==> config.mk <==
export PLATFORM = sky130hd
export DESIGN_NAME = location_packet_framer
export DESIGN_NICKNAME = d
export VERILOG_FILES = /design/src/hdl/loc_framer_pkg.sv /design/src/hdl/uptime_timer.sv /design/src/hdl/packet_byte_mux.sv /design/src/hdl/location_packet_framer.sv
export SDC_FILE = /design/constraint.sdc
export NUM_CORES = 2
export LEC_CHECK = 0
export BUFFER_PORTS_ARGS = -buffer_cell sky130_fd_sc_hd__buf_2
export CORE_MARGIN = 8
export CORE_UTILIZATION = 43
export CTS_BUF_LIST = sky130_fd_sc_hd__clkbuf_8
export DETAILED_ROUTE_END_ITERATION = 10
export PLACE_DENSITY = 0.64
export RECOVER_POWER = 50
export SYNTH_ARGS = -nofsm -noshare
export SYNTH_HDL_FRONTEND = slang
export SYNTH_HIERARCHICAL = 1
export SYNTH_SLANG_ARGS = --single-unit
==> constraint.sdc <==
create_clock -name core_clk -period 18.9 [get_ports core_clk]
set_input_delay 0.945 -clock core_clk [delete_from_list [all_inputs] [get_ports core_clk]]
set_output_delay 0.945 -clock core_clk [all_outputs]
set_load 0.02 [all_outputs]
==> src/hdl/loc_framer_pkg.sv <==
// Constants and types shared by the location packet framer files.
// Assumes a 100 MHz core clock and a byte-wide packet stream.
package loc_framer_pkg;
    // ------------------------------------------------------------
    // Packet layout
    // ------------------------------------------------------------
    localparam logic [7:0]  PKT_TYPE    = 8'h47;
    localparam logic [15:0] CODE_REL    = 16'h0011;
    localparam logic [15:0] CODE_SYNC   = 16'h0081;
    localparam logic [7:0]  FIELD_SPEED = 8'h01;
    localparam logic [5:0]  HDR_LEN     = 6'h05;
    localparam logic [5:0]  TS_REL_LEN  = 6'h04;
    localparam logic [5:0]  TS_SYNC_LEN = 6'h08;
    localparam logic [5:0]  BODY_LEN    = 6'h12;
    localparam logic [5:0]  SPEED_LEN   = 6'h07;
    localparam logic [5:0]  TRAIL_LEN   = 6'h02;
    // Body offsets, counted from the first byte after the timestamp.
    localparam logic [5:0]  OFS_FLAGS   = 6'h0c;
    localparam logic [5:0]  OFS_ORIENT  = 6'h0e;
    localparam logic [5:0]  OFS_OPT     = 6'h12;
    localparam int          ORIENT_W    = 12;

    // ------------------------------------------------------------
    // Register map and fields
    // ------------------------------------------------------------
    localparam logic [7:0] REG_CTRL     = 8'h00;
    localparam logic [7:0] REG_BEACON   = 8'h04;
    localparam logic [7:0] REG_POS_X    = 8'h08;
    localparam logic [7:0] REG_POS_Y    = 8'h0c;
    localparam logic [7:0] REG_POS_Z    = 8'h10;
    localparam logic [7:0] REG_FLAGS    = 8'h14;
    localparam logic [7:0] REG_ORIENT   = 8'h18;
    localparam logic [7:0] REG_SPEED_XY = 8'h1c;
    localparam logic [7:0] REG_SPEED_Z  = 8'h20;
    localparam logic [7:0] REG_SYNC_LO  = 8'h24;
    localparam logic [7:0] REG_SYNC_HI  = 8'h28;
    localparam logic [7:0] REG_STATUS   = 8'h2c;
    localparam logic [7:0] REG_UPTIME   = 8'h30;
    localparam int CTRL_START = 0;
    localparam int CTRL_SYNC  = 1;
    localparam int CTRL_SPEED = 2;
    localparam int CTRL_UNITS = 3;
    localparam int RF_UNAVAIL = 0;
    localparam int RF_OUTSIDE = 1;
    localparam int RF_PAIR    = 2;
    localparam logic       UNITS_MS_RESET = 1'b1;
    localparam logic [1:0] RESP_OKAY      = 2'b00;
    localparam logic [1:0] RESP_SLVERR    = 2'b10;

    // ------------------------------------------------------------
    // Timing
    // ------------------------------------------------------------
    localparam int CLK_PERIOD_NS = 10;
    localparam int TICK_MS_NS    = 1000000;
    localparam int TICK_64TH_NS  = 15625000;
    localparam int MS_CYCLES     = TICK_MS_NS / CLK_PERIOD_NS;
    localparam int S64_CYCLES    = TICK_64TH_NS / CLK_PERIOD_NS;

    // ------------------------------------------------------------
    // Types
    // ------------------------------------------------------------
    typedef struct packed {
        logic        sync;
        logic        speed_en;
        logic        units_ms;
        logic [7:0]  beacon;
        logic [31:0] x, y, z;
        logic        unavail, outside, pair;
        logic [11:0] orient;
        logic [15:0] sx, sy, sz;
        logic [63:0] sync_ts;
    } regs_t;
    typedef struct packed {
        regs_t       cfg;
        logic [31:0] up;
    } frame_t;
    typedef enum logic [1:0] {ST_IDLE = 2'b01, ST_SEND = 2'b10} frame_state_t;
    typedef struct packed {
        logic         aw_got, w_got, bvalid, rvalid;
        logic [7:0]   aw_addr;
        logic [31:0]  w_data, rdata;
        logic [3:0]   w_strb;
        logic [1:0]   bresp, rresp;
        regs_t        regs;
        frame_state_t fsm;
        frame_t       frame;
        logic [5:0]   idx;
        logic         tx_valid, tx_last;
        logic [7:0]   tx_data;
        logic [15:0]  pkt_count;
    } framer_state_t;
    typedef struct packed {
        logic [23:0] div;
        logic [31:0] count;
    } timer_state_t;
endpackage

==> src/hdl/uptime_timer.sv <==
// Free-running uptime counter used as the start-relative timestamp.
// Assumes one core clock; tick lengths come from the top parameters.
`timescale 1ns/1ps
`default_nettype none
module uptime_timer
    import loc_framer_pkg::*;
#(
    parameter int unsigned MS_CYC  = MS_CYCLES,
    parameter int unsigned S64_CYC = S64_CYCLES
) (
    // Clock and reset
    input  wire logic        core_clk,
    input  wire logic        reset,
    // Unit select and count
    input  wire logic        units_ms,
    output logic [31:0]      count
);
    timer_state_t s_q;
    timer_state_t n;
    logic [23:0]  limit;

    if (MS_CYC < 2 || S64_CYC < 2 || S64_CYC > 24'hffffff || MS_CYC > 24'hffffff) begin : g_chk
        $error("uptime_timer: tick length out of range");
    end

    // The divider uses >= so a unit switch never strands it above the limit.
    always_comb begin
        n     = s_q;
        limit = units_ms ? 24'(MS_CYC - 1) : 24'(S64_CYC - 1);
        if (s_q.div >= limit) begin
            n.div   = 24'h000000;
            n.count = s_q.count + 32'h00000001;
        end else begin
            n.div = s_q.div + 24'h000001;
        end
    end

    // State register.
    always_ff @(posedge core_clk or posedge reset) begin
        if (reset) begin
            s_q <= '0;
        end else begin
            s_q <= n;
        end
    end

    assign count = s_q.count;
endmodule
`default_nettype wire

==> src/hdl/packet_byte_mux.sv <==
// Selects one byte of a location packet from a frame snapshot.
// Purely combinational; the caller registers the byte.
`timescale 1ns/1ps
`default_nettype none
module packet_byte_mux
    import loc_framer_pkg::*;
(
    // Frame snapshot and byte index
    input  wire frame_t     frame,
    input  wire logic [5:0] idx,
    // Selected byte and lengths
    output logic [7:0]      byte_out,
    output logic [7:0]      data_len,
    output logic [5:0]      total_len
);
    logic [5:0]  ts_len, opt_len, rel, ts_i, opt_k;
    logic [63:0] ts;
    logic [31:0] coord;
    logic [47:0] speed;
    logic [15:0] code, orient_w;

    // Field values are sent least significant byte first.
    always_comb begin
        ts_len    = frame.cfg.sync ? TS_SYNC_LEN : TS_REL_LEN;
        opt_len   = frame.cfg.speed_en ? SPEED_LEN : 6'h00;
        data_len  = {2'b00, ts_len + BODY_LEN + opt_len};
        total_len = HDR_LEN + ts_len + BODY_LEN + opt_len + TRAIL_LEN;
        code      = frame.cfg.sync ? CODE_SYNC : CODE_REL;
        ts        = frame.cfg.sync ? frame.cfg.sync_ts : {32'h00000000, frame.up};
        ts_i      = idx - HDR_LEN;
        rel       = idx - HDR_LEN - ts_len;
        opt_k     = rel - OFS_OPT - 6'h01;
        speed     = {frame.cfg.sz, frame.cfg.sy, frame.cfg.sx};
        orient_w  = {3'b000, frame.cfg.pair, frame.cfg.orient};
        case (rel[3:2])
            2'b00:   coord = frame.cfg.x;
            2'b01:   coord = frame.cfg.y;
            default: coord = frame.cfg.z;
        endcase
        byte_out = 8'h00;
        if (idx == 6'h00) begin
            byte_out = frame.cfg.beacon;
        end else if (idx == 6'h01) begin
            byte_out = PKT_TYPE;
        end else if (idx == 6'h02) begin
            byte_out = code[7:0];
        end else if (idx == 6'h03) begin
            byte_out = code[15:8];
        end else if (idx == 6'h04) begin
            byte_out = data_len;
        end else if (idx < HDR_LEN + ts_len) begin
            byte_out = ts[{ts_i[2:0], 3'b000} +: 8];
        end else if (rel < OFS_FLAGS) begin
            byte_out = coord[{rel[1:0], 3'b000} +: 8];
        end else if (rel == OFS_FLAGS) begin
            byte_out = {frame.cfg.outside, 5'b00000, frame.cfg.units_ms, frame.cfg.unavail};
        end else if (rel == OFS_ORIENT) begin
            byte_out = orient_w[7:0];
        end else if (rel == OFS_ORIENT + 6'h01) begin
            byte_out = orient_w[15:8];
        end else if (frame.cfg.speed_en && rel == OFS_OPT) begin
            byte_out = FIELD_SPEED;
        end else if (frame.cfg.speed_en && rel > OFS_OPT && rel < OFS_OPT + SPEED_LEN) begin
            byte_out = speed[{opt_k[2:0], 3'b000} +: 8];
        end
    end
endmodule
`default_nettype wire

==> src/hdl/location_packet_framer.sv <==
// Location packet framer: AXI4-Lite registers and a byte stream out.
// Assumes the stream sink honours valid/ready and the bus is AXI4-Lite.
//
// Summary of operation
// - Byte 0 beacon address, byte 1 0x47.
// - Relative variant: code 0x0011, then length N.
// - Relative variant: 32-bit uptime timestamp at 5.
// - Relative variant: X, Y, Z at 9/13/17.
// - Flags at 21: bit0 unavailable, 2..6 zero.
// - Flags bit 7 set outside geofence.
// - Flags bit 1 marks millisecond timestamp units.
// - Zero byte 22, orientation word at 23.
// - Orientation bit 12 pair centre; 13..15 zero.
// - Optional bytes from 27, then two zeros.
// - Speed field: code 1, three int16 speeds.
// - Synchronized variant: code 0x0081, 64-bit time.
// - Synchronized variant: X, Y, Z at 13/17/21.
// - Synchronized: flags 25, zero 26, orientation 27.
// - Synchronized: optional bytes from 31, two zeros.
`timescale 1ns/1ps
`default_nettype none
module location_packet_framer
    import loc_framer_pkg::*;
#(
    parameter int unsigned MS_CYC  = MS_CYCLES,
    parameter int unsigned S64_CYC = S64_CYCLES
) (
    // Clock and reset
    input  wire logic        core_clk,
    input  wire logic        reset,
    // AXI4-Lite write address and data
    input  wire logic [7:0]  s_axi_awaddr,
    input  wire logic        s_axi_awvalid,
    output logic             s_axi_awready,
    input  wire logic [31:0] s_axi_wdata,
    input  wire logic [3:0]  s_axi_wstrb,
    input  wire logic        s_axi_wvalid,
    output logic             s_axi_wready,
    // AXI4-Lite write response
    output logic [1:0]       s_axi_bresp,
    output logic             s_axi_bvalid,
    input  wire logic        s_axi_bready,
    // AXI4-Lite read
    input  wire logic [7:0]  s_axi_araddr,
    input  wire logic        s_axi_arvalid,
    output logic             s_axi_arready,
    output logic [31:0]      s_axi_rdata,
    output logic [1:0]       s_axi_rresp,
    output logic             s_axi_rvalid,
    input  wire logic        s_axi_rready,
    // Packet byte stream
    output logic [7:0]       tx_data,
    output logic             tx_valid,
    output logic             tx_last,
    input  wire logic        tx_ready
);
    // ------------------------------------------------------------
    // Helpers
    // ------------------------------------------------------------

    // Merges write data into an old word under the byte strobes.
    function automatic logic [31:0] merge(input logic [31:0] old, input logic [31:0] wd,
                                          input logic [3:0] strb);
        logic [31:0] r;
        r = old;
        for (int i = 0; i < 4; i++) begin
            if (strb[i]) begin
                r[8*i +: 8] = wd[8*i +: 8];
            end
        end
        return r;
    endfunction

    // Word seen at a register address; unmapped addresses give zero.
    function automatic logic [31:0] reg_word(input regs_t r, input logic [7:0] a,
                                             input logic [31:0] status, input logic [31:0] up);
        logic [31:0] w;
        w = 32'h00000000;
        case (a)
            REG_CTRL:     w = {28'h0000000, r.units_ms, r.speed_en, r.sync, 1'b0};
            REG_BEACON:   w = {24'h000000, r.beacon};
            REG_POS_X:    w = r.x;
            REG_POS_Y:    w = r.y;
            REG_POS_Z:    w = r.z;
            REG_FLAGS:    w = {29'h00000000, r.pair, r.outside, r.unavail};
            REG_ORIENT:   w = {20'h00000, r.orient};
            REG_SPEED_XY: w = {r.sy, r.sx};
            REG_SPEED_Z:  w = {16'h0000, r.sz};
            REG_SYNC_LO:  w = r.sync_ts[31:0];
            REG_SYNC_HI:  w = r.sync_ts[63:32];
            REG_STATUS:   w = status;
            REG_UPTIME:   w = up;
            default:      w = 32'h00000000;
        endcase
        return w;
    endfunction

    // True for every address that the map decodes.
    function automatic logic mapped(input logic [7:0] a);
        return (a[1:0] == 2'b00) && (a <= REG_UPTIME);
    endfunction

    // ------------------------------------------------------------
    // State and submodules
    // ------------------------------------------------------------
    framer_state_t s_q;
    framer_state_t n;
    logic [31:0]   uptime;
    logic [7:0]    mux_byte;
    logic [7:0]    mux_data_len;
    logic [5:0]    mux_total;
    logic          busy;
    logic          start;
    logic [31:0]   status_w;
    logic [31:0]   wv;

    uptime_timer #(
        .MS_CYC  (MS_CYC),
        .S64_CYC (S64_CYC)
    ) u_timer (
        .core_clk (core_clk),
        .reset    (reset),
        .units_ms (s_q.regs.units_ms),
        .count    (uptime)
    );

    packet_byte_mux u_mux (
        .frame     (s_q.frame),
        .idx       (s_q.idx),
        .byte_out  (mux_byte),
        .data_len  (mux_data_len),
        .total_len (mux_total)
    );

    // Handshake readies are combinational from the state.
    assign s_axi_awready = !s_q.aw_got && !s_q.bvalid;
    assign s_axi_wready  = !s_q.w_got && !s_q.bvalid;
    assign s_axi_arready = !s_q.rvalid;
    assign busy          = (s_q.fsm == ST_SEND) || s_q.tx_valid;
    assign status_w      = {s_q.pkt_count, 15'h0000, busy};

    // ------------------------------------------------------------
    // Next-state logic
    // ------------------------------------------------------------

    // Bus slave, register writes and the packet sequencer in one pass.
    // A start while busy is dropped: a half-sent packet must not change.
    always_comb begin
        n     = s_q;
        start = 1'b0;
        wv    = 32'h00000000;
        if (s_q.bvalid && s_axi_bready) begin
            n.bvalid = 1'b0;
        end
        if (s_axi_awvalid && s_axi_awready) begin
            n.aw_got  = 1'b1;
            n.aw_addr = s_axi_awaddr;
        end
        if (s_axi_wvalid && s_axi_wready) begin
            n.w_got  = 1'b1;
            n.w_data = s_axi_wdata;
            n.w_strb = s_axi_wstrb;
        end
        if (n.aw_got && n.w_got && !s_q.bvalid) begin
            n.aw_got = 1'b0;
            n.w_got  = 1'b0;
            n.bvalid = 1'b1;
            n.bresp  = mapped(n.aw_addr) ? RESP_OKAY : RESP_SLVERR;
            wv = merge(reg_word(s_q.regs, n.aw_addr, status_w, uptime), n.w_data, n.w_strb);
            case (n.aw_addr)
                REG_CTRL: begin
                    n.regs.sync     = wv[CTRL_SYNC];
                    n.regs.speed_en = wv[CTRL_SPEED];
                    n.regs.units_ms = wv[CTRL_UNITS];
                    start           = n.w_strb[0] && n.w_data[CTRL_START];
                end
                REG_BEACON:   n.regs.beacon = wv[7:0];
                REG_POS_X:    n.regs.x = wv;
                REG_POS_Y:    n.regs.y = wv;
                REG_POS_Z:    n.regs.z = wv;
                REG_FLAGS: begin
                    n.regs.unavail = wv[RF_UNAVAIL];
                    n.regs.outside = wv[RF_OUTSIDE];
                    n.regs.pair    = wv[RF_PAIR];
                end
                REG_ORIENT:   n.regs.orient = wv[ORIENT_W-1:0];
                REG_SPEED_XY: begin
                    n.regs.sx = wv[15:0];
                    n.regs.sy = wv[31:16];
                end
                REG_SPEED_Z:  n.regs.sz = wv[15:0];
                REG_SYNC_LO:  n.regs.sync_ts[31:0] = wv;
                REG_SYNC_HI:  n.regs.sync_ts[63:32] = wv;
                default:      n.regs = s_q.regs;
            endcase
        end
        if (s_q.rvalid && s_axi_rready) begin
            n.rvalid = 1'b0;
        end
        if (s_axi_arvalid && s_axi_arready) begin
            n.rvalid = 1'b1;
            n.rdata  = reg_word(s_q.regs, s_axi_araddr, status_w, uptime);
            n.rresp  = mapped(s_axi_araddr) ? RESP_OKAY : RESP_SLVERR;
        end
        if (s_q.tx_valid && tx_ready) begin
            n.tx_valid = 1'b0;
        end
        case (s_q.fsm)
            ST_IDLE: begin
                if (start && !busy) begin
                    n.frame.cfg = n.regs;
                    n.frame.up  = uptime;
                    n.idx       = 6'h00;
                    n.fsm       = ST_SEND;
                end
            end
            ST_SEND: begin
                if (!n.tx_valid) begin
                    n.tx_valid = 1'b1;
                    n.tx_data  = mux_byte;
                    n.tx_last  = (s_q.idx == mux_total - 6'h01);
                    n.idx      = s_q.idx + 6'h01;
                    if (n.tx_last) begin
                        n.fsm       = ST_IDLE;
                        n.pkt_count = s_q.pkt_count + 16'h0001;
                    end
                end
            end
            default: n.fsm = ST_IDLE;
        endcase
    end

    // State register; control state starts idle with millisecond units.
    always_ff @(posedge core_clk or posedge reset) begin
        if (reset) begin
            s_q               <= '0;
            s_q.fsm           <= ST_IDLE;
            s_q.regs.units_ms <= UNITS_MS_RESET;
        end else begin
            s_q <= n;
        end
    end

    // Outputs come straight from the state register.
    assign s_axi_bvalid = s_q.bvalid;
    assign s_axi_bresp  = s_q.bresp;
    assign s_axi_rvalid = s_q.rvalid;
    assign s_axi_rdata  = s_q.rdata;
    assign s_axi_rresp  = s_q.rresp;
    assign tx_valid     = s_q.tx_valid;
    assign tx_data      = s_q.tx_data;
    assign tx_last      = s_q.tx_last;

    // ------------------------------------------------------------
    // Assertions
    // ------------------------------------------------------------
    logic [5:0] cur_pos;
    logic [5:0] flag_pos;
    logic [5:0] opt_pos;
    assign cur_pos  = s_q.idx - 6'h01;
    assign flag_pos = HDR_LEN + (s_q.frame.cfg.sync ? TS_SYNC_LEN : TS_REL_LEN) + OFS_FLAGS;
    assign opt_pos  = flag_pos + OFS_OPT - OFS_FLAGS;

    a_hdr_addr: assert property (@(posedge core_clk) disable iff (reset)
        tx_valid && cur_pos == 6'h00 |-> tx_data == s_q.frame.cfg.beacon)
        else $error("first byte is not the beacon address");
    a_hdr_type: assert property (@(posedge core_clk) disable iff (reset)
        tx_valid && cur_pos == 6'h01 |-> tx_data == PKT_TYPE)
        else $error("second byte is not the packet type");
    a_code_low: assert property (@(posedge core_clk) disable iff (reset)
        tx_valid && cur_pos == 6'h02
        |-> tx_data == (s_q.frame.cfg.sync ? CODE_SYNC[7:0] : CODE_REL[7:0]))
        else $error("data code low byte wrong");
    a_len_field: assert property (@(posedge core_clk) disable iff (reset)
        tx_valid && cur_pos == 6'h04 |-> tx_data == mux_data_len
        && tx_data == (s_q.frame.cfg.sync ? 8'h1a : 8'h16) + (s_q.frame.cfg.speed_en ? 8'h07 : 8'h00))
        else $error("payload length byte wrong");
    a_flag_bits: assert property (@(posedge core_clk) disable iff (reset)
        tx_valid && cur_pos == flag_pos |-> tx_data[6:2] == 5'h00
        && tx_data[0] == s_q.frame.cfg.unavail && tx_data[7] == s_q.frame.cfg.outside
        && tx_data[1] == s_q.frame.cfg.units_ms)
        else $error("flags byte wrong");
    a_orient_high: assert property (@(posedge core_clk) disable iff (reset)
        tx_valid && cur_pos == flag_pos + 6'h03
        |-> tx_data == {3'b000, s_q.frame.cfg.pair, s_q.frame.cfg.orient[11:8]})
        else $error("orientation high byte wrong");
    a_speed_code: assert property (@(posedge core_clk) disable iff (reset)
        tx_valid && s_q.frame.cfg.speed_en && cur_pos == opt_pos |-> tx_data == FIELD_SPEED)
        else $error("speed field code wrong");
    a_trail_zero: assert property (@(posedge core_clk) disable iff (reset)
        tx_valid && tx_last |-> tx_data == 8'h00 && cur_pos == mux_total - 6'h01
        && $past(tx_data) == 8'h00)
        else $error("last byte not a trailing zero");
    a_stall_hold: assert property (@(posedge core_clk) disable iff (reset)
        tx_valid && !tx_ready |=> tx_valid && $stable(tx_data) && $stable(tx_last))
        else $error("stream byte changed while stalled");
    a_write_resp: assert property (@(posedge core_clk) disable iff (reset)
        s_axi_awvalid && s_axi_awready && s_axi_wvalid && s_axi_wready
        |=> s_axi_bvalid ##0 !s_axi_awready [*1])
        else $error("write response missing");
endmodule
`default_nettype wire

==> impl_results.md <==
- Clk pin slew, worst setup/hold paths: 0.07 ns
- Cells after synthesis: 3,490
- Initial Util: between 40% and 50%
- Slew Viols, Final: between 600 and 700
- Layout cells sized above 1: 11.4%
- Sw Ratio: 38.4%
- Vias in the first global route: 27,400
- Die height: between 200 and 300 um
- Fmax: 119 MHz
- RePlAce Congestion: about 0.98
- Worst slack at placement: 13.51 ns
- CP Launch Point: reset
- Clock sink count: 672
- Final Setup Violations: 0
- RSZ-0062 raised after global routing: false
- Largest net degree at the start of global routing: around 260
- Status: finished with violations
- Vias after detailed routing: 28,300
- Via density: between 6 and 7
- DIE AREA: 0.0866 mm2
- Seq pwr share: 44.6%
- Hold crit path type: in2reg
- Area delta synth->final: 10.0%
- CP endpoint kind: asynchronous set/reset pin
- Multi-input combinational cell area: roughly 0.015 mm2
- Worst rel slew slack: -261%
- H-tree depth: 3
- Worst slew pin tran: ~5.4 ns
- Initial detailed-routing violation count: 3,833
- Clock power frac: 30.2%
- Yosys warnings: 6
- FF-to-FF Start: s_axi_bvalid
- Crit Path Class: in2async
- Clk_lat worst skew: around 0.76 ns
- Cell Pwr Density: about 130 mW/mm2
- Setup TNS: 0 ns
- DP HPWL: around 80 mm
- Storage cell area: between 0.015 and 0.02 mm2
- Period utilisation layout: between 40% and 50%
- # rows: 102
- Clock buffer depth: 3
- Fin Clk Skew: 0.0373 ns
- Post-route total power: 4.74 mW
- Total Routing Usage GR: 27.7%
- Gr ovfl total: 0
- Port bufs: ~110
- Syn avg cell area: 9.54 um2
- Fin. Hold Viols: 0
- NumNets Final: 3,570
- Area after DPL: about 0.034 mm2
- Antenna-violating nets left: 0
- CTS tree: yes
- Mapped Area: 0.0333 mm2
- Leak Pwr: 16.0 nW
- Die Wd: 294 um
- Min setup slack post-route: ~10 ns
- Core area: 0.0771 mm2
- MaxCap Viol Count: 11
- Final instance area: 0.0366 mm2
- Avg WL per Cell: between 20 and 30 um
- Hold_buf cts: 0
- Total CTS buffers: approximately 120
- Part of the power in combinational logic: 25.1%
- Post-CTS Setup Inserts: 0
- Min cycle time layout: 8.43 ns
- Worst hold path startpoint: s_axi_rready
- CP startpoint kind: input port
- P_sw: 1.82 mW
- Filler instances: approximately 7,400
- Worst path required time: 18.36 ns
- Root buffer selected by CTS: clkbuf_8
- IO Pins: 111
- First-pass GRT wire length: 181 mm
- Critical path arrival: between 7 and 8 ns
- CTS resizes: 0
- Int Power: a little under 3 mW
- Initial antenna violation count: 7
- Iteration count of the initial detailed-routing pass: 10
- Max VDD drop: 66.4 uV
- Worst-path maximum fanout: 162
- R2R Setup Slk: 12.17 ns
- DRC Markers: 0
- Post-Route WL: between 100 and 150 mm
- Failing checks: max-capacitance violations, max-slew violations
==> power groups by stage <==
| stage | combinational [mW] | clock (mW) | sequential, mW |
|---|---|---|---|
| 3_5_place_dp | 1.17 | 0 | 2.12 |
| 6_report | 1.19 | 1.43 | 2.12 |
| 5_1_grt | 1.28 | 1.52 | 2.14 |
| 2_1_floorplan | 0.784 | 0 | 1.97 |
| 3_3_place_gp | 1.15 | 0 | 2.12 |
| 4_1_cts | 1.17 | 1.45 | 2.09 |
==> worst max-delay path: stages <==
cell	delay, ns
clkbuf_1	0.09
clkinvlp_2	2.96
buf_12	0.58
clkbuf_1	3.15
==> layer usage <==
metal  routed length (um)  global-route usage, %  vias up
met2                53600                   41.8     1688
met4                 6570                   13.7        4
met5                   27                      0        -
met1                48000                   36.6    13800
li1                     -                      -    12400
met3                13600                   7.48      442
==> through the flow <==
| stage | utilization [%] | hold WS, ns | cells |
|---|---|---|---|
| after CTS | 47.8 | 0.329 | 4616 |
| after global routing | 47.5 | 0.354 | 4617 |
| final | 47.5 | 0.358 | 4619 |
| after detailed placement | 44.5 | 0.449 | 4404 |
| after global placement | 44.5 | 0.444 | 4404 |
| after floorplan | - | 0.432 | 3492 |
==> final cells by class <==
| type | count | share of cell area [%] |
|---|---|---|
| flip-flops and latches | 672 | 45.9 |
| well taps | 1040 | 3.55 |
| clock buffers | 161 | 6.05 |
| diodes | 3 | 0.0205 |
| inverters | 49 | 0.506 |
| repair buffers | 175 | 2.59 |
| multi-input cells | 2468 | 40.4 |
| clock inverters | 51 | 0.916 |
==> cells in the final DEF, fill, tap and decap left out, types with 50 or more instances in the layout <==
master,count
dfrtp_1,668
nand2_1,597
o21ai_0,356
nor2_1,342
clkbuf_8,161
a21oi_1,145
a22oi_1,108
nand3_1,88
mux2i_1,78
nor3_1,77
inv_1,75
clkbuf_1,65
buf_2,58
a221oi_1,52
buf_4,50
==> state kept, by name, summed over array words and instances (netlist names), 8 cells and up <==
signal and flops:
s_axi_rdata 32, s_q 570, tx_data 8, u_timer/count 32, u_timer/s_q 24
==> final timing paths <==
kind	endpoint	cells past startpoint
min in group asynchronous	u_timer/s_q[36]	3
max reg2reg	s_q[27]	8
min	s_axi_rvalid	2
min reg2reg	s_q[56]	2
max in group core_clk	s_q[27]	8
max	s_q[297]	4
Note: power is estimated with default switching activity, not from simulation.
